[config.mk]
export PLATFORM = sky130hd
export DESIGN_NAME = intprio_regs
export DESIGN_NICKNAME = d
export VERILOG_FILES = /design/src/design/intprio_pkg.sv /design/src/design/intprio_regs.sv
export SDC_FILE = /design/constraint.sdc
export NUM_CORES = 1
export LEC_CHECK = 0
export BUFFER_PORTS_ARGS = -buffer_cell sky130_fd_sc_hd__buf_4
export CAP_MARGIN = 20
export CORE_MARGIN = 10
export CORE_UTILIZATION = 24
export CTS_CLUSTER_DIAMETER = 40
export DETAILED_ROUTE_END_ITERATION = 8
export GPL_TIMING_DRIVEN = 0
export MAX_ROUTING_LAYER = met4
export PLACE_DENSITY = 0.44
export SLEW_MARGIN = 20
export SYNTH_ARGS = -nofsm -noshare
export SYNTH_HDL_FRONTEND = slang
export SYNTH_SLANG_ARGS = --single-unit
[constraint.sdc]
create_clock -name clk -period 1.6 [get_ports clk]
set_input_delay 0.4 -clock clk [delete_from_list [all_inputs] [get_ports clk]]
set_output_delay 0.4 -clock clk [all_outputs]
set_load 0.01 [all_outputs]
[src/design/intprio_pkg.sv]
// package: register map, field layout and reset values of the priority registers
package intprio_pkg;

  localparam int unsigned ADDR_W = 4;
  localparam int unsigned DATA_W = 16;
  localparam int unsigned PRIO_W = 3;
  localparam int unsigned NUM_SRC = 6;

  // ---------------------------------------------------------------------------
  // register offsets (word index)
  // ---------------------------------------------------------------------------
  localparam logic [ADDR_W-1:0] ADC_SERIAL_TX_PRIORITY_OFS  = 4'h0;
  localparam logic [ADDR_W-1:0] CHANGE_CMP_I2C_PRIORITY_OFS = 4'h1;

  // ---------------------------------------------------------------------------
  // field positions (low bit of each 3-bit field)
  // ---------------------------------------------------------------------------
  localparam int unsigned CONVERTER_DONE_PRIO_POS = 4;
  localparam int unsigned SERIAL0_TX_PRIO_POS     = 0;
  localparam int unsigned PIN_CHANGE_PRIO_POS     = 12;
  localparam int unsigned COMPARATOR_PRIO_POS     = 8;
  localparam int unsigned I2C0_MASTER_PRIO_POS    = 4;
  localparam int unsigned I2C0_SLAVE_PRIO_POS     = 0;

  // implemented bits of each register
  localparam logic [DATA_W-1:0] ADC_SERIAL_TX_PRIORITY_MASK  = 16'h0077;
  localparam logic [DATA_W-1:0] CHANGE_CMP_I2C_PRIORITY_MASK = 16'h7777;

  // ---------------------------------------------------------------------------
  // reset values and special codes
  // ---------------------------------------------------------------------------
  localparam logic [PRIO_W-1:0] PRIO_RESET    = 3'h4;
  localparam logic [PRIO_W-1:0] PRIO_DISABLED = 3'h0;

  // source index order of the request and level vectors
  typedef enum logic [2:0] {
    INTPRIO_SRC_CONVERTER_DONE,
    INTPRIO_SRC_SERIAL0_TX,
    INTPRIO_SRC_PIN_CHANGE,
    INTPRIO_SRC_COMPARATOR,
    INTPRIO_SRC_I2C0_MASTER,
    INTPRIO_SRC_I2C0_SLAVE
  } intprio_src_t;

  typedef struct packed {
    logic [PRIO_W-1:0] converterDone;
    logic [PRIO_W-1:0] serial0Tx;
    logic [PRIO_W-1:0] pinChange;
    logic [PRIO_W-1:0] comparator;
    logic [PRIO_W-1:0] i2c0Master;
    logic [PRIO_W-1:0] i2c0Slave;
  } intprio_fields_t;

  localparam intprio_fields_t FIELDS_RESET = '{
    converterDone: PRIO_RESET,
    serial0Tx:     PRIO_RESET,
    pinChange:     PRIO_RESET,
    comparator:    PRIO_RESET,
    i2c0Master:    PRIO_RESET,
    i2c0Slave:     PRIO_RESET
  };

endpackage

[src/design/intprio_regs.sv]
// module: interrupt priority control registers with per-source level outputs
// -----------------------------------------------------------------------------
// Overview of operation
// RULE1: unimplemented bits read zero, writes ignored
// RULE2: converter-done priority at bits 6:4, reset 100
// RULE3: serial0 transmit priority at bits 2:0, reset 100
// RULE4: code 111 is level 7, highest
// RULE5: code 001 is level 1; codes map binary
// RULE6: code 000 never raises an interrupt
// RULE7: second register holds four fields, reset 100
// -----------------------------------------------------------------------------
//
// The implementer's own choices: the address map and strobed register access.
`timescale 1ns/10ps

module intprio_regs (
  input  wire logic                              clk,
  input  wire logic                              rst_n,
  input  wire logic                              clkEn,
  input  wire logic [intprio_pkg::ADDR_W-1:0]    regAddr,
  input  wire logic [intprio_pkg::DATA_W-1:0]    regWrData,
  input  wire logic                              regWrEn,
  input  wire logic                              regRdEn,
  output logic      [intprio_pkg::DATA_W-1:0]    regRdData,
  input  wire logic [intprio_pkg::NUM_SRC-1:0]   srcReq,
  output logic      [intprio_pkg::NUM_SRC*3-1:0] srcLevel,
  output logic      [intprio_pkg::NUM_SRC-1:0]   srcActive,
  output intprio_pkg::intprio_fields_t           prioFields
);

  // ---------------------------------------------------------------------------
  // reset synchroniser
  // ---------------------------------------------------------------------------
  logic rstMeta_reg;
  logic rstSync_reg;

  always_ff @(posedge clk or negedge rst_n) begin
    if (!rst_n) begin
      rstMeta_reg <= 1'b0;
      rstSync_reg <= 1'b0;
    end else begin
      rstMeta_reg <= 1'b1;
      rstSync_reg <= rstMeta_reg;
    end
  end

  // ---------------------------------------------------------------------------
  // helpers
  // ---------------------------------------------------------------------------
  localparam int unsigned PW = intprio_pkg::PRIO_W;
  localparam int unsigned DW = intprio_pkg::DATA_W;
  localparam int unsigned AW = intprio_pkg::ADDR_W;
  localparam int unsigned NS = intprio_pkg::NUM_SRC;

  // priority code maps straight to its level; 000 means the source is off
  function automatic logic [PW-1:0] levelOf(
    input logic [PW-1:0] code,
    input logic          req
  );
    logic [PW-1:0] lvl;
    lvl = intprio_pkg::PRIO_DISABLED;
    if (req && (code != intprio_pkg::PRIO_DISABLED)) begin  // see RULE6
      lvl = code;  // see RULE4 see RULE5
    end
    return lvl;
  endfunction

  // a source is active only while its effective level is nonzero
  function automatic logic activeOf(
    input logic [PW-1:0] code,
    input logic          req
  );
    return levelOf(code, req) != intprio_pkg::PRIO_DISABLED;  // see RULE6
  endfunction

  // pulls one 3-bit field out of a bus word
  function automatic logic [PW-1:0] fieldOf(
    input logic [DW-1:0] word,
    input int unsigned   pos
  );
    return word[pos +: PW];
  endfunction

  // word-index compare shared by the write and read decoders
  function automatic logic hitsAddr(
    input logic [AW-1:0] addr,
    input logic [AW-1:0] ofs
  );
    return addr == ofs;
  endfunction

  // first register image; bits outside its fields stay zero
  function automatic logic [DW-1:0] packFirst(
    input intprio_pkg::intprio_fields_t f
  );
    logic [DW-1:0] w;
    w = '0;
    w[intprio_pkg::CONVERTER_DONE_PRIO_POS +: PW] = f.converterDone;  // see RULE2
    w[intprio_pkg::SERIAL0_TX_PRIO_POS +: PW]     = f.serial0Tx;      // see RULE3
    return w & intprio_pkg::ADC_SERIAL_TX_PRIORITY_MASK;              // see RULE1
  endfunction

  // second register image; bits 15, 11, 7 and 3 stay zero
  function automatic logic [DW-1:0] packSecond(
    input intprio_pkg::intprio_fields_t f
  );
    logic [DW-1:0] w;
    w = '0;
    w[intprio_pkg::PIN_CHANGE_PRIO_POS +: PW]  = f.pinChange;   // see RULE7
    w[intprio_pkg::COMPARATOR_PRIO_POS +: PW]  = f.comparator;
    w[intprio_pkg::I2C0_MASTER_PRIO_POS +: PW] = f.i2c0Master;
    w[intprio_pkg::I2C0_SLAVE_PRIO_POS +: PW]  = f.i2c0Slave;
    return w & intprio_pkg::CHANGE_CMP_I2C_PRIORITY_MASK;       // see RULE1
  endfunction

  // ---------------------------------------------------------------------------
  // strobe decode
  // ---------------------------------------------------------------------------
  logic wrFirst;
  logic wrSecond;
  logic rdFirst;
  logic rdSecond;

  // unmapped indices decode to nothing: writes drop, reads return zero
  always_comb begin
    wrFirst  = regWrEn && hitsAddr(regAddr, intprio_pkg::ADC_SERIAL_TX_PRIORITY_OFS);
    wrSecond = regWrEn && hitsAddr(regAddr, intprio_pkg::CHANGE_CMP_I2C_PRIORITY_OFS);
    rdFirst  = regRdEn && hitsAddr(regAddr, intprio_pkg::ADC_SERIAL_TX_PRIORITY_OFS);
    rdSecond = regRdEn && hitsAddr(regAddr, intprio_pkg::CHANGE_CMP_I2C_PRIORITY_OFS);
  end

  // ---------------------------------------------------------------------------
  // priority fields
  // ---------------------------------------------------------------------------
  intprio_pkg::intprio_fields_t fields_reg;
  intprio_pkg::intprio_fields_t fields_next;

  // only the implemented bits of the write word reach a field
  always_comb begin
    fields_next = fields_reg;
    if (wrFirst) begin
      fields_next.converterDone = fieldOf(regWrData, intprio_pkg::CONVERTER_DONE_PRIO_POS);
      fields_next.serial0Tx     = fieldOf(regWrData, intprio_pkg::SERIAL0_TX_PRIO_POS);
    end else if (wrSecond) begin
      fields_next.pinChange  = fieldOf(regWrData, intprio_pkg::PIN_CHANGE_PRIO_POS);
      fields_next.comparator = fieldOf(regWrData, intprio_pkg::COMPARATOR_PRIO_POS);
      fields_next.i2c0Master = fieldOf(regWrData, intprio_pkg::I2C0_MASTER_PRIO_POS);
      fields_next.i2c0Slave  = fieldOf(regWrData, intprio_pkg::I2C0_SLAVE_PRIO_POS);
    end
  end

  always_ff @(posedge clk or negedge rstSync_reg) begin
    if (!rstSync_reg) begin
      fields_reg <= intprio_pkg::FIELDS_RESET;  // see RULE2 see RULE3 see RULE7
    end else if (clkEn) begin
      fields_reg <= fields_next;
    end
  end

  // ---------------------------------------------------------------------------
  // read data
  // ---------------------------------------------------------------------------
  logic [DW-1:0] rdData_reg;
  logic [DW-1:0] rdData_next;

  // read data stand until the next edge with clkEn high, then fall back to zero
  always_comb begin
    rdData_next = '0;
    if (rdFirst) begin
      rdData_next = packFirst(fields_reg);   // see RULE1
    end else if (rdSecond) begin
      rdData_next = packSecond(fields_reg);  // see RULE1
    end
  end

  always_ff @(posedge clk or negedge rstSync_reg) begin
    if (!rstSync_reg) begin
      rdData_reg <= '0;
    end else if (clkEn) begin
      rdData_reg <= rdData_next;
    end
  end

  // ---------------------------------------------------------------------------
  // per-source effective level
  // ---------------------------------------------------------------------------
  logic [NS*PW-1:0] level_reg;
  logic [NS*PW-1:0] level_next;
  logic [NS-1:0]    active_reg;
  logic [NS-1:0]    active_next;
  logic [NS*PW-1:0] codes;

  // codes ordered by source index, converter done in the low slot
  always_comb begin
    codes = {fields_reg.i2c0Slave,
             fields_reg.i2c0Master,
             fields_reg.comparator,
             fields_reg.pinChange,
             fields_reg.serial0Tx,
             fields_reg.converterDone};
    level_next  = '0;
    active_next = '0;
    for (int i = 0; i < NS; i++) begin
      level_next[i*PW +: PW] = levelOf(codes[i*PW +: PW], srcReq[i]);   // see RULE4 see RULE5
      active_next[i]         = activeOf(codes[i*PW +: PW], srcReq[i]);  // see RULE6
    end
  end

  always_ff @(posedge clk or negedge rstSync_reg) begin
    if (!rstSync_reg) begin
      level_reg  <= '0;
      active_reg <= '0;
    end else if (clkEn) begin
      level_reg  <= level_next;
      active_reg <= active_next;
    end
  end

  // ---------------------------------------------------------------------------
  // outputs
  // ---------------------------------------------------------------------------
  assign regRdData  = rdData_reg;
  assign srcLevel   = level_reg;
  assign srcActive  = active_reg;
  assign prioFields = fields_reg;

endmodule

[Word-level counts from Yosys, hierarchy flattened]
Cells that the tools add are included.
Operators by class
  equal/unequal tests: 1
  mux-type cells: 8
  bitwise operators: 1
  reduce and logical (&&, ||, !) cells: 25
Operators with widths (count)
  nonzero test 3 bit: 12
  two-way mux 15 bit: 2
  two-way mux 3 bit: 6
  logical AND 1 bit: 10
  == test 4 x 1 -> 1 bit (second input constant): 1
  zero test 4 bit: 1
  AND reduction 3 bit: 1
  AND reduction 2 bit: 1
  NOT 1 bit: 1
Word-level totals
  bits in registers: 60
  input port bits: 31
  logic and storage cells: 46

[Logic depth before layout (Yosys ltp)]
Gate-level depths: netlist (run 1).
  depth in word-level cells: 4
  mapped depth: 5

[Worst setup path before layout (run 1)]
No wires, ideal clock.
  kind: input to register
  from: input regAddr[0] in the netlist's numbering
  to: register fields_reg (netlist bit prioFields[0])
  arrival time: 1536 ps
  data required time: 1475 ps
  path slack: -61 ps
  cell stages on the path: 5
  path buffers: 2
  cell sequence: buf_6 or3b_1 nor2_2 buf_6 mux2_2
On the way
  cells in the longest elaborated chain, start to end: 4
RTL lines
  start: declaration: line intprio_regs.sv:20  | input wire logic [intprio_pkg::ADDR_W-1:0] regAddr,
  zero test 4 bit: line intprio_regs.sv:89  | return addr == ofs;
  logical AND 1 bit: line intprio_regs.sv:126  | wrFirst = regWrEn && hitsAddr(regAddr, intprio_pkg::ADC_SERIAL_TX_PRIORITY_OFS);
  NOT 1 bit (no line)
  AND reduction 3 bit (no line) (*)
  end signal: assignment: line intprio_regs.sv:154  | fields_reg <= intprio_pkg::FIELDS_RESET;
  end signal: assignment: line intprio_regs.sv:156  | fields_reg <= fields_next;
  end: declaration: line intprio_regs.sv:135  | intprio_pkg::intprio_fields_t fields_reg;
Every way passes the cells marked *; elsewhere a longest branch is shown, timed or not.
A chain may end at the register's enable or synchronous reset.

[Final worst setup path (run 1)]
  from: register fields_reg (netlist bit prioFields[14])
  to: output prioFields[14] in the netlist's numbering
RTL lines
  end: declaration: line intprio_regs.sv:28  | output intprio_pkg::intprio_fields_t prioFields
No word-level cell between the ends.

==> results.sh, run 1 <==
export IMPL_fraction_of_layout_cells_with_a_size_suffix_above_1_pct=43.0
export IMPL_most_common_library_cell_in_the_layout_ignoring_fill_and_taps="sky130_fd_sc_hd__buf_4"
export IMPL_syn_avg_cell_area_um2=12.2
export IMPL_grtUsageTotal_pct=10.8
export IMPL_portBuffers=79
export IMPL_critical_path_top_delay_family="flip-flops"
export IMPL_synthDominantCellAreaShare_pct=54.5
export IMPL_final_max_slew_viol_count=0
export IMPL_critical_path_class="reg -> out"
export IMPL_synth_compound_gate_area_share_pct=12.1
export IMPL_pin_count=89
export IMPL_ys_warnings_count=0
export IMPL_n_antenna_cell=0
export IMPL_core_area_um2=9280
export IMPL_synth_seq_area_share_pct=61.3
export IMPL_grt_start_max_net_pins=55
export IMPL_drt_wl_total_mm=7.15
export IMPL_globalplace_congestion=0.763
export IMPL_timing_final_setup_violations=0
export IMPL_synth_simple_gate_area_share_pct=5.99
export IMPL_clock_path_buffers=2
export IMPL_timing_worst_slew_pin_value_ns=0.721
export IMPL_critical_path_buf_inv_count=1
export IMPL_tritoncts_num_buffers=5
export IMPL_finalHoldViolCount=0
export IMPL_drv_max_cap_violation_count=0
export IMPL_worst_setup_hold_path_clk_slew_ns=0.11
export IMPL_fill_cells=999
export IMPL_muxShareOfSynthArea_pct=12.4
export IMPL_floorplan_initialDensity_pct=24.7
export IMPL_post_cts_setup_buffer_count=0
export IMPL_most_common_layout_cells="84 x sky130_fd_sc_hd__buf_4, 49 x sky130_fd_sc_hd__dfrtp_1, 25 x sky130_fd_sc_hd__inv_1, 24 x sky130_fd_sc_hd__o21ai_0, 18 x sky130_fd_sc_hd__nand3_1"
export IMPL_fmax_ghz=0.682
export IMPL_cell_types_with_the_largest_area_share_after_synthesis="sky130_fd_sc_hd__dfrtp_1 54%, sky130_fd_sc_hd__dfstp_2 6.9%, sky130_fd_sc_hd__mux2_2 5.4%"
export IMPL_status="completed"
export IMPL_drt_wirelength_per_cell_um=17.5
export IMPL_post_route_drc_count=0
export IMPL_route_vias_total=1757
export IMPL_clock_insertion_delay_worst_skew_ns=0.32
export IMPL_most_instantiated_flip_flop_cell_in_the_synthesis_netlist="sky130_fd_sc_hd__dfrtp_1"
export IMPL_timing_final_ws_setup_ns=0.133
export IMPL_ctsHtreeMaxLevel=2
export IMPL_drt_first_pass_iters=4
export IMPL_synth_edf_count=0
export IMPL_hold_path_class="in -> reg"
export IMPL_syn_inst=188
export IMPL_hold_ws_ns=0.299
export IMPL_min_period_over_period_pct=91.7
export IMPL_worst_ep_arrival_time_ns=1.07
export IMPL_seqCellArea_um2=1410
export IMPL_layout_area_overhead_vs_synth_pct=39.7
export IMPL_crit_required_ns=1.20
export IMPL_grt_pass1_vias=1970
export IMPL_avgViaCountPerCell=4.31
export IMPL_grt_first_pass_wirelength_mm=11.7
export IMPL_hpwl_mm=5.43
export IMPL_cts_num_sinks=56
export IMPL_power_ir_vdd_worst_uv=442
export IMPL_capturing_element_type_of_the_critical_path="output port"
export IMPL_synthAdderAreaFrac_pct=0
export IMPL_crit_path_top_delay_cell="sky130_fd_sc_hd__dfstp_2"
export IMPL_leakage_nw=1.54
export IMPL_grt_antenna_before_repair=0
export IMPL_yosys_register_bits=56
export IMPL_path_cells="buf_4"
export IMPL_dpl_worst_slack_ns=-0.142
export IMPL_cts_tree="built"
export IMPL_rrSetupSlack_ns=0.54
export IMPL_gr_total_overflow=0
export IMPL_cpPeakStageDelay_ns=0.61
export IMPL_floorplan_die_height_um=118
export IMPL_power_density_nw_per_um2=1110
export IMPL_final_antenna_net_count=0
export IMPL_detail_route_iter0_violations=46
export IMPL_asyncSetResetFlopFracSynth_pct=100
export IMPL_cts_root_buffer_cell="sky130_fd_sc_hd__clkbuf_8"
export IMPL_synth_top_area_cell="sky130_fd_sc_hd__dfrtp_1"
export IMPL_dominant_combinational_cell_family_by_area_after_synthesis="multiplexers"
export IMPL_setup_repair_after_global_routing_missed_its_margin="false"
export IMPL_die_width_um=118
export IMPL_fin_crit_ns=1.47
export IMPL_multiInputGateArea_um2=727
export IMPL_std_cell_rows=35
export IMPL_syn_cell_area_um2=2300
export IMPL_synthDistinctLibCells=22
export IMPL_num_nets_final=309
export IMPL_synth_xor_xnor_area_share_pct=0
export IMPL_critical_path_startpoint_category="register"
export IMPL_cp_max_fo=5
export IMPL_fp_dieArea_um2=13900
export IMPL_postLayoutCoreUtil_pct=34.6
export IMPL_slew_margin_rel_pct=51.9
export IMPL_fin_worst_skew_ns=0.0148
==> synth_stat cells (5+ instances only) <==
library cell and n:
sky130_fd_sc_hd__a22o_1 6, sky130_fd_sc_hd__buf_4 5, sky130_fd_sc_hd__clkbuf_1 7, sky130_fd_sc_hd__dfrtp_1 50, sky130_fd_sc_hd__dfstp_2 6, sky130_fd_sc_hd__inv_1 25
sky130_fd_sc_hd__mux2_2 11, sky130_fd_sc_hd__mux2_4 6, sky130_fd_sc_hd__mux2i_1 6, sky130_fd_sc_hd__nand3_1 18, sky130_fd_sc_hd__o21ai_0 24, sky130_fd_sc_hd__o2bb2ai_1 6
sky130_fd_sc_hd__o311ai_0 6
==> per-stage QoR <==
stage / area (µm²) / setup TNS, ns / cells / total power (W)
CTS: 3210 / 0 / 408 / 0.00361
global route: 3210 / 0 / 408 / 0.00378
finish: 3210 / 0 / 408 / 0.00355
detailed placement: 3080 / -2.24 / 399 / 0.00260
floorplan: 2320 / 0 / 191 / 0.00211
global placement: 3080 / -2.53 / 399 / 0.00259
==> timing repair <==
action / in CTS / in global routing
resized for setup: 0 / 0
endpoints found under the hold margin: 2 / 0
hold buffers: 1 / 0
endpoints found under the setup margin: 0 / 0
==> cell type report <==
| cell class | count | share of cell area [%] |
|---|---|---|
| inverter | 25 | 2.92 |
| clock buffer | 6 | 2.57 |
| sequential | 56 | 44.0 |
| tap | 129 | 5.03 |
| buffer | 14 | 2.81 |
| clock inverter | 2 | 1.21 |
| multi-input combinational | 96 | 22.7 |
| timing repair buffer | 80 | 18.8 |
==> metal layers <==
| metal | wire length [µm] | part of all wire [%] | GRT usage (%) |
|---|---|---|---|
| met1 | 3810 | 53 | 15.3 |
| met5 | 0 | 0 | - |
| met2 | 2910 | 41 | 14.3 |
| met4 | 21 | 0.29 | 1.85 |
| met3 | 419 | 5.9 | 3.88 |
==> final timing paths <==
| kind | endpoint | cells after the start | from |
|---|---|---|---|
| worst min register to register | rstSync_reg | 0 | rstMeta_reg |
| worst max-delay path | prioFields[14] | 1 | prioFields[14] |
| worst min-delay path | prioFields[7] | 2 | regWrData[9] |
| min in group asynchronous | srcLevel[4] | 0 | rstSync_reg |
| worst max register to register | srcActive[2] | 2 | prioFields[9] |
| max in group asynchronous | srcLevel[6] | 0 | rstSync_reg |
==> power breakdown <==
| part | switching, W | internal, W |
|---|---|---|
| combinational | 0.000312 | 0.000401 |
| sequential | 0.000221 | 0.00161 |
| clock | 0.000492 | 0.000513 |
==> cell families (layout without fill, tap and decap cells) <==
| group | Yosys count | in the layout |
|---|---|---|
| muxes | 24 | 24 |
| AOI/OAI and AO/OA | 42 | 42 |
| and+or+nand+nor | 25 | 25 |
| DFF | 56 | 56 |
| buffers and inverters | 39 | 127 |
| other | 2 | 5 |
No activity file was read; power rests on OpenSTA's default activity.
==> run 2, diff against run 1 <==
--- a/config.mk
+++ b/config.mk
@@ -8,12 +8,13 @@
 export BUFFER_PORTS_ARGS = -buffer_cell sky130_fd_sc_hd__buf_4
 export CAP_MARGIN = 20
 export CORE_MARGIN = 10
-export CORE_UTILIZATION = 24
+export CORE_UTILIZATION = 36
 export CTS_CLUSTER_DIAMETER = 40
 export DETAILED_ROUTE_END_ITERATION = 8
 export GPL_TIMING_DRIVEN = 0
 export MAX_ROUTING_LAYER = met4
-export PLACE_DENSITY = 0.44
+export PLACE_DENSITY = 0.61
+export SETUP_SLACK_MARGIN = 0.1
 export SLEW_MARGIN = 20
 export SYNTH_ARGS = -nofsm -noshare
 export SYNTH_HDL_FRONTEND = slang
==> results.sh, run 2 (same netlist as run 1, synthesis figures left out) <==
export IMPL_timing_final_setup_violations=0
export IMPL_p_sw_share_pct=28.9
export IMPL_cts_num_sinks=56
export IMPL_drt_first_pass_iters=4
export IMPL_post_route_drc_count=0
export IMPL_fin_tns_setup_ns=0
export IMPL_globalplace_congestion=0.813
export IMPL_hp_start="regWrData[9]"
export IMPL_crit_reg2reg_launch="prioFields[4]"
export IMPL_dp_cells=347
export IMPL_setup_repair_after_global_routing_missed_its_margin="false"
export IMPL_ctsHtreeMaxLevel=2
export IMPL_crit_path_start="prioFields[14]"
export IMPL_fin_crit_ns=1.44
export IMPL_status="completed"
export IMPL_fill_cells=587
export IMPL_finalHoldViolCount=0
export IMPL_placedInstanceArea_um2=3030
export IMPL_power_ir_vdd_worst_uv=587
export IMPL_critical_path_buf_inv_count=1
export IMPL_portBuffers=79
export IMPL_floorplan_initialDensity_pct=36.6
export IMPL_critical_path_class="reg -> out"
export IMPL_power_density_nw_per_um2=1070
export IMPL_detail_route_iter0_violations=56
export IMPL_grt_antenna_before_repair=0
export IMPL_most_common_library_cell_in_the_layout_ignoring_fill_and_taps="sky130_fd_sc_hd__buf_4"
export IMPL_timing_worst_slew_pin_value_ns=0.703
export IMPL_hold_path_class="in -> reg"
export IMPL_capturing_element_type_of_the_critical_path="output port"
export IMPL_path_cells="buf_4"
export IMPL_num_nets_final=309
export IMPL_worst_ep_arrival_time_ns=1.04
export IMPL_worst_setup_hold_path_clk_slew_ns=0.09
export IMPL_grt_start_max_net_pins=55
export IMPL_internal_power_w=0.00237
export IMPL_final_antenna_net_count=0
export IMPL_cts_root_buffer_cell="sky130_fd_sc_hd__clkbuf_8"
export IMPL_critical_path_startpoint_category="register"
export IMPL_drt_wl_total_mm=6.38
export IMPL_crit_path_top_delay_cell="sky130_fd_sc_hd__dfstp_2"
export IMPL_tritoncts_num_buffers=5
export IMPL_critical_path_top_delay_family="flip-flops"
export IMPL_pin_count=89
export IMPL_most_common_layout_cells="83 x sky130_fd_sc_hd__buf_4, 49 x sky130_fd_sc_hd__dfrtp_1, 25 x sky130_fd_sc_hd__inv_1, 24 x sky130_fd_sc_hd__o21ai_0, 18 x sky130_fd_sc_hd__nand3_1"
export IMPL_drv_max_cap_violation_count=0
export IMPL_cpPeakStageDelay_ns=0.59
export IMPL_grt_pass1_vias=1885
export IMPL_core_area_um2=6280
export IMPL_crit_required_ns=1.20
export IMPL_cp_max_fo=5
export IMPL_n_antenna_cell=0
export IMPL_clock_path_buffers=2
export IMPL_fp_dieArea_um2=9980
export IMPL_gr_total_overflow=0
export IMPL_final_max_slew_viol_count=0
export IMPL_slew_margin_rel_pct=53.1
export IMPL_dpl_worst_slack_ns=-0.160
export IMPL_min_period_over_period_pct=90.2
export IMPL_fraction_of_layout_cells_with_a_size_suffix_above_1_pct=42.3
export IMPL_multiInputGateArea_um2=731
export IMPL_seqCellArea_um2=1410
export IMPL_leakage_nw=1.53
export IMPL_final_cell_count_no_fill=356
export IMPL_p_sw_w=0.000964
export IMPL_grtUsageTotal_pct=13.1
export IMPL_timing_final_ws_setup_ns=0.156
export IMPL_hold_ws_ns=0.308
export IMPL_cts_tree="built"
export IMPL_fin_worst_skew_ns=0.00596
export IMPL_combinational_group_share_of_total_power_pct=21.3
export IMPL_avgViaCountPerCell=4.77
export IMPL_grt_first_pass_wirelength_mm=10.2
export IMPL_hpwl_mm=4.85
export IMPL_route_vias_total=1698
export IMPL_layout_area_overhead_vs_synth_pct=36.1
export IMPL_seq_power_share_pct=54.7
export IMPL_postLayoutCellArea_um2=3130
export IMPL_gates_resized_cts_repair=0
export IMPL_fmax_ghz=0.693
export IMPL_drt_wirelength_per_cell_um=17.9
export IMPL_std_cell_rows=29
export IMPL_die_width_um=99.9
export IMPL_floorplan_die_height_um=99.9
export IMPL_clockPowerShare_pct=24.0
export IMPL_clock_insertion_delay_worst_skew_ns=0.31
[run 2: cell types whose count changed in the layout (fill, tap and decap cells not counted)]
cell	previous run	this run
sky130_fd_sc_hd__mux2_4	6	7
sky130_fd_sc_hd__buf_12	0	1
sky130_fd_sc_hd__clkbuf_1	7	9
sky130_fd_sc_hd__bufinv_16	1	0
sky130_fd_sc_hd__buf_8	1	0
sky130_fd_sc_hd__buf_6	1	2
sky130_fd_sc_hd__clkinv_4	1	0
sky130_fd_sc_hd__buf_4	84	83
sky130_fd_sc_hd__mux2_2	11	10
[run 2: worst paths after layout]
check | to | slack (ns) | cells past startpoint
hold reg to reg | rstSync_reg | 0.36 | 0
hold / removal | prioFields[7] | 0.31 | 2
setup / recovery | prioFields[14] | 0.16 | 1
max in group asynchronous | regRdData[4] | 0.75 | 0
setup reg to reg | srcActive[4] | 0.57 | 2
min in group asynchronous | regRdData[1] | 0.38 | 0
[run 2: repair_timing]
item,in CTS,in global routing
buffers inserted,0,0
hold buffers,1,0
endpoints found under the hold margin,2,0
[run 2: area by class of cell]
class / instances / share of cell area (%)
Multi-Input combinational cell: 96 / 23.4
Inverter: 25 / 3.00
Buffer: 14 / 3.16
Clock buffer: 8 / 2.88
Tap cell: 77 / 3.08
Timing Repair Buffer: 80 / 19.3
Sequential cell: 56 / 45.2
[run 2: per-stage QoR]
step / util, % / total power [W]
3_3_place_gp: 48.2 / 0.00257
4_1_cts: 49.8 / 0.00338
2_1_floorplan: - / 0.00211
3_5_place_dp: 48.2 / 0.00259
5_1_grt: 49.8 / 0.00354
6_report: 49.8 / 0.00334
[run 2: power groups by stage]
stage / registers, W / logic, W / clock network (W)
finish: 0.00183 / 0.000712 / 0.000800
global route: 0.00186 / 0.000792 / 0.000885
CTS: 0.00183 / 0.000733 / 0.000819
detailed placement: 0.00186 / 0.000731 / 0
global placement: 0.00185 / 0.000717 / 0
floorplan: 0.00188 / 0.000237 / 0
[run 2: per-layer routing]
| layer | wire (µm) | global-route usage (%) |
|---|---|---|
| met5 | 0 | - |
| met2 | 2880 | 19.1 |
| met3 | 495 | 5.29 |
| met1 | 2960 | 16.8 |
| met4 | 37 | 2.98 |
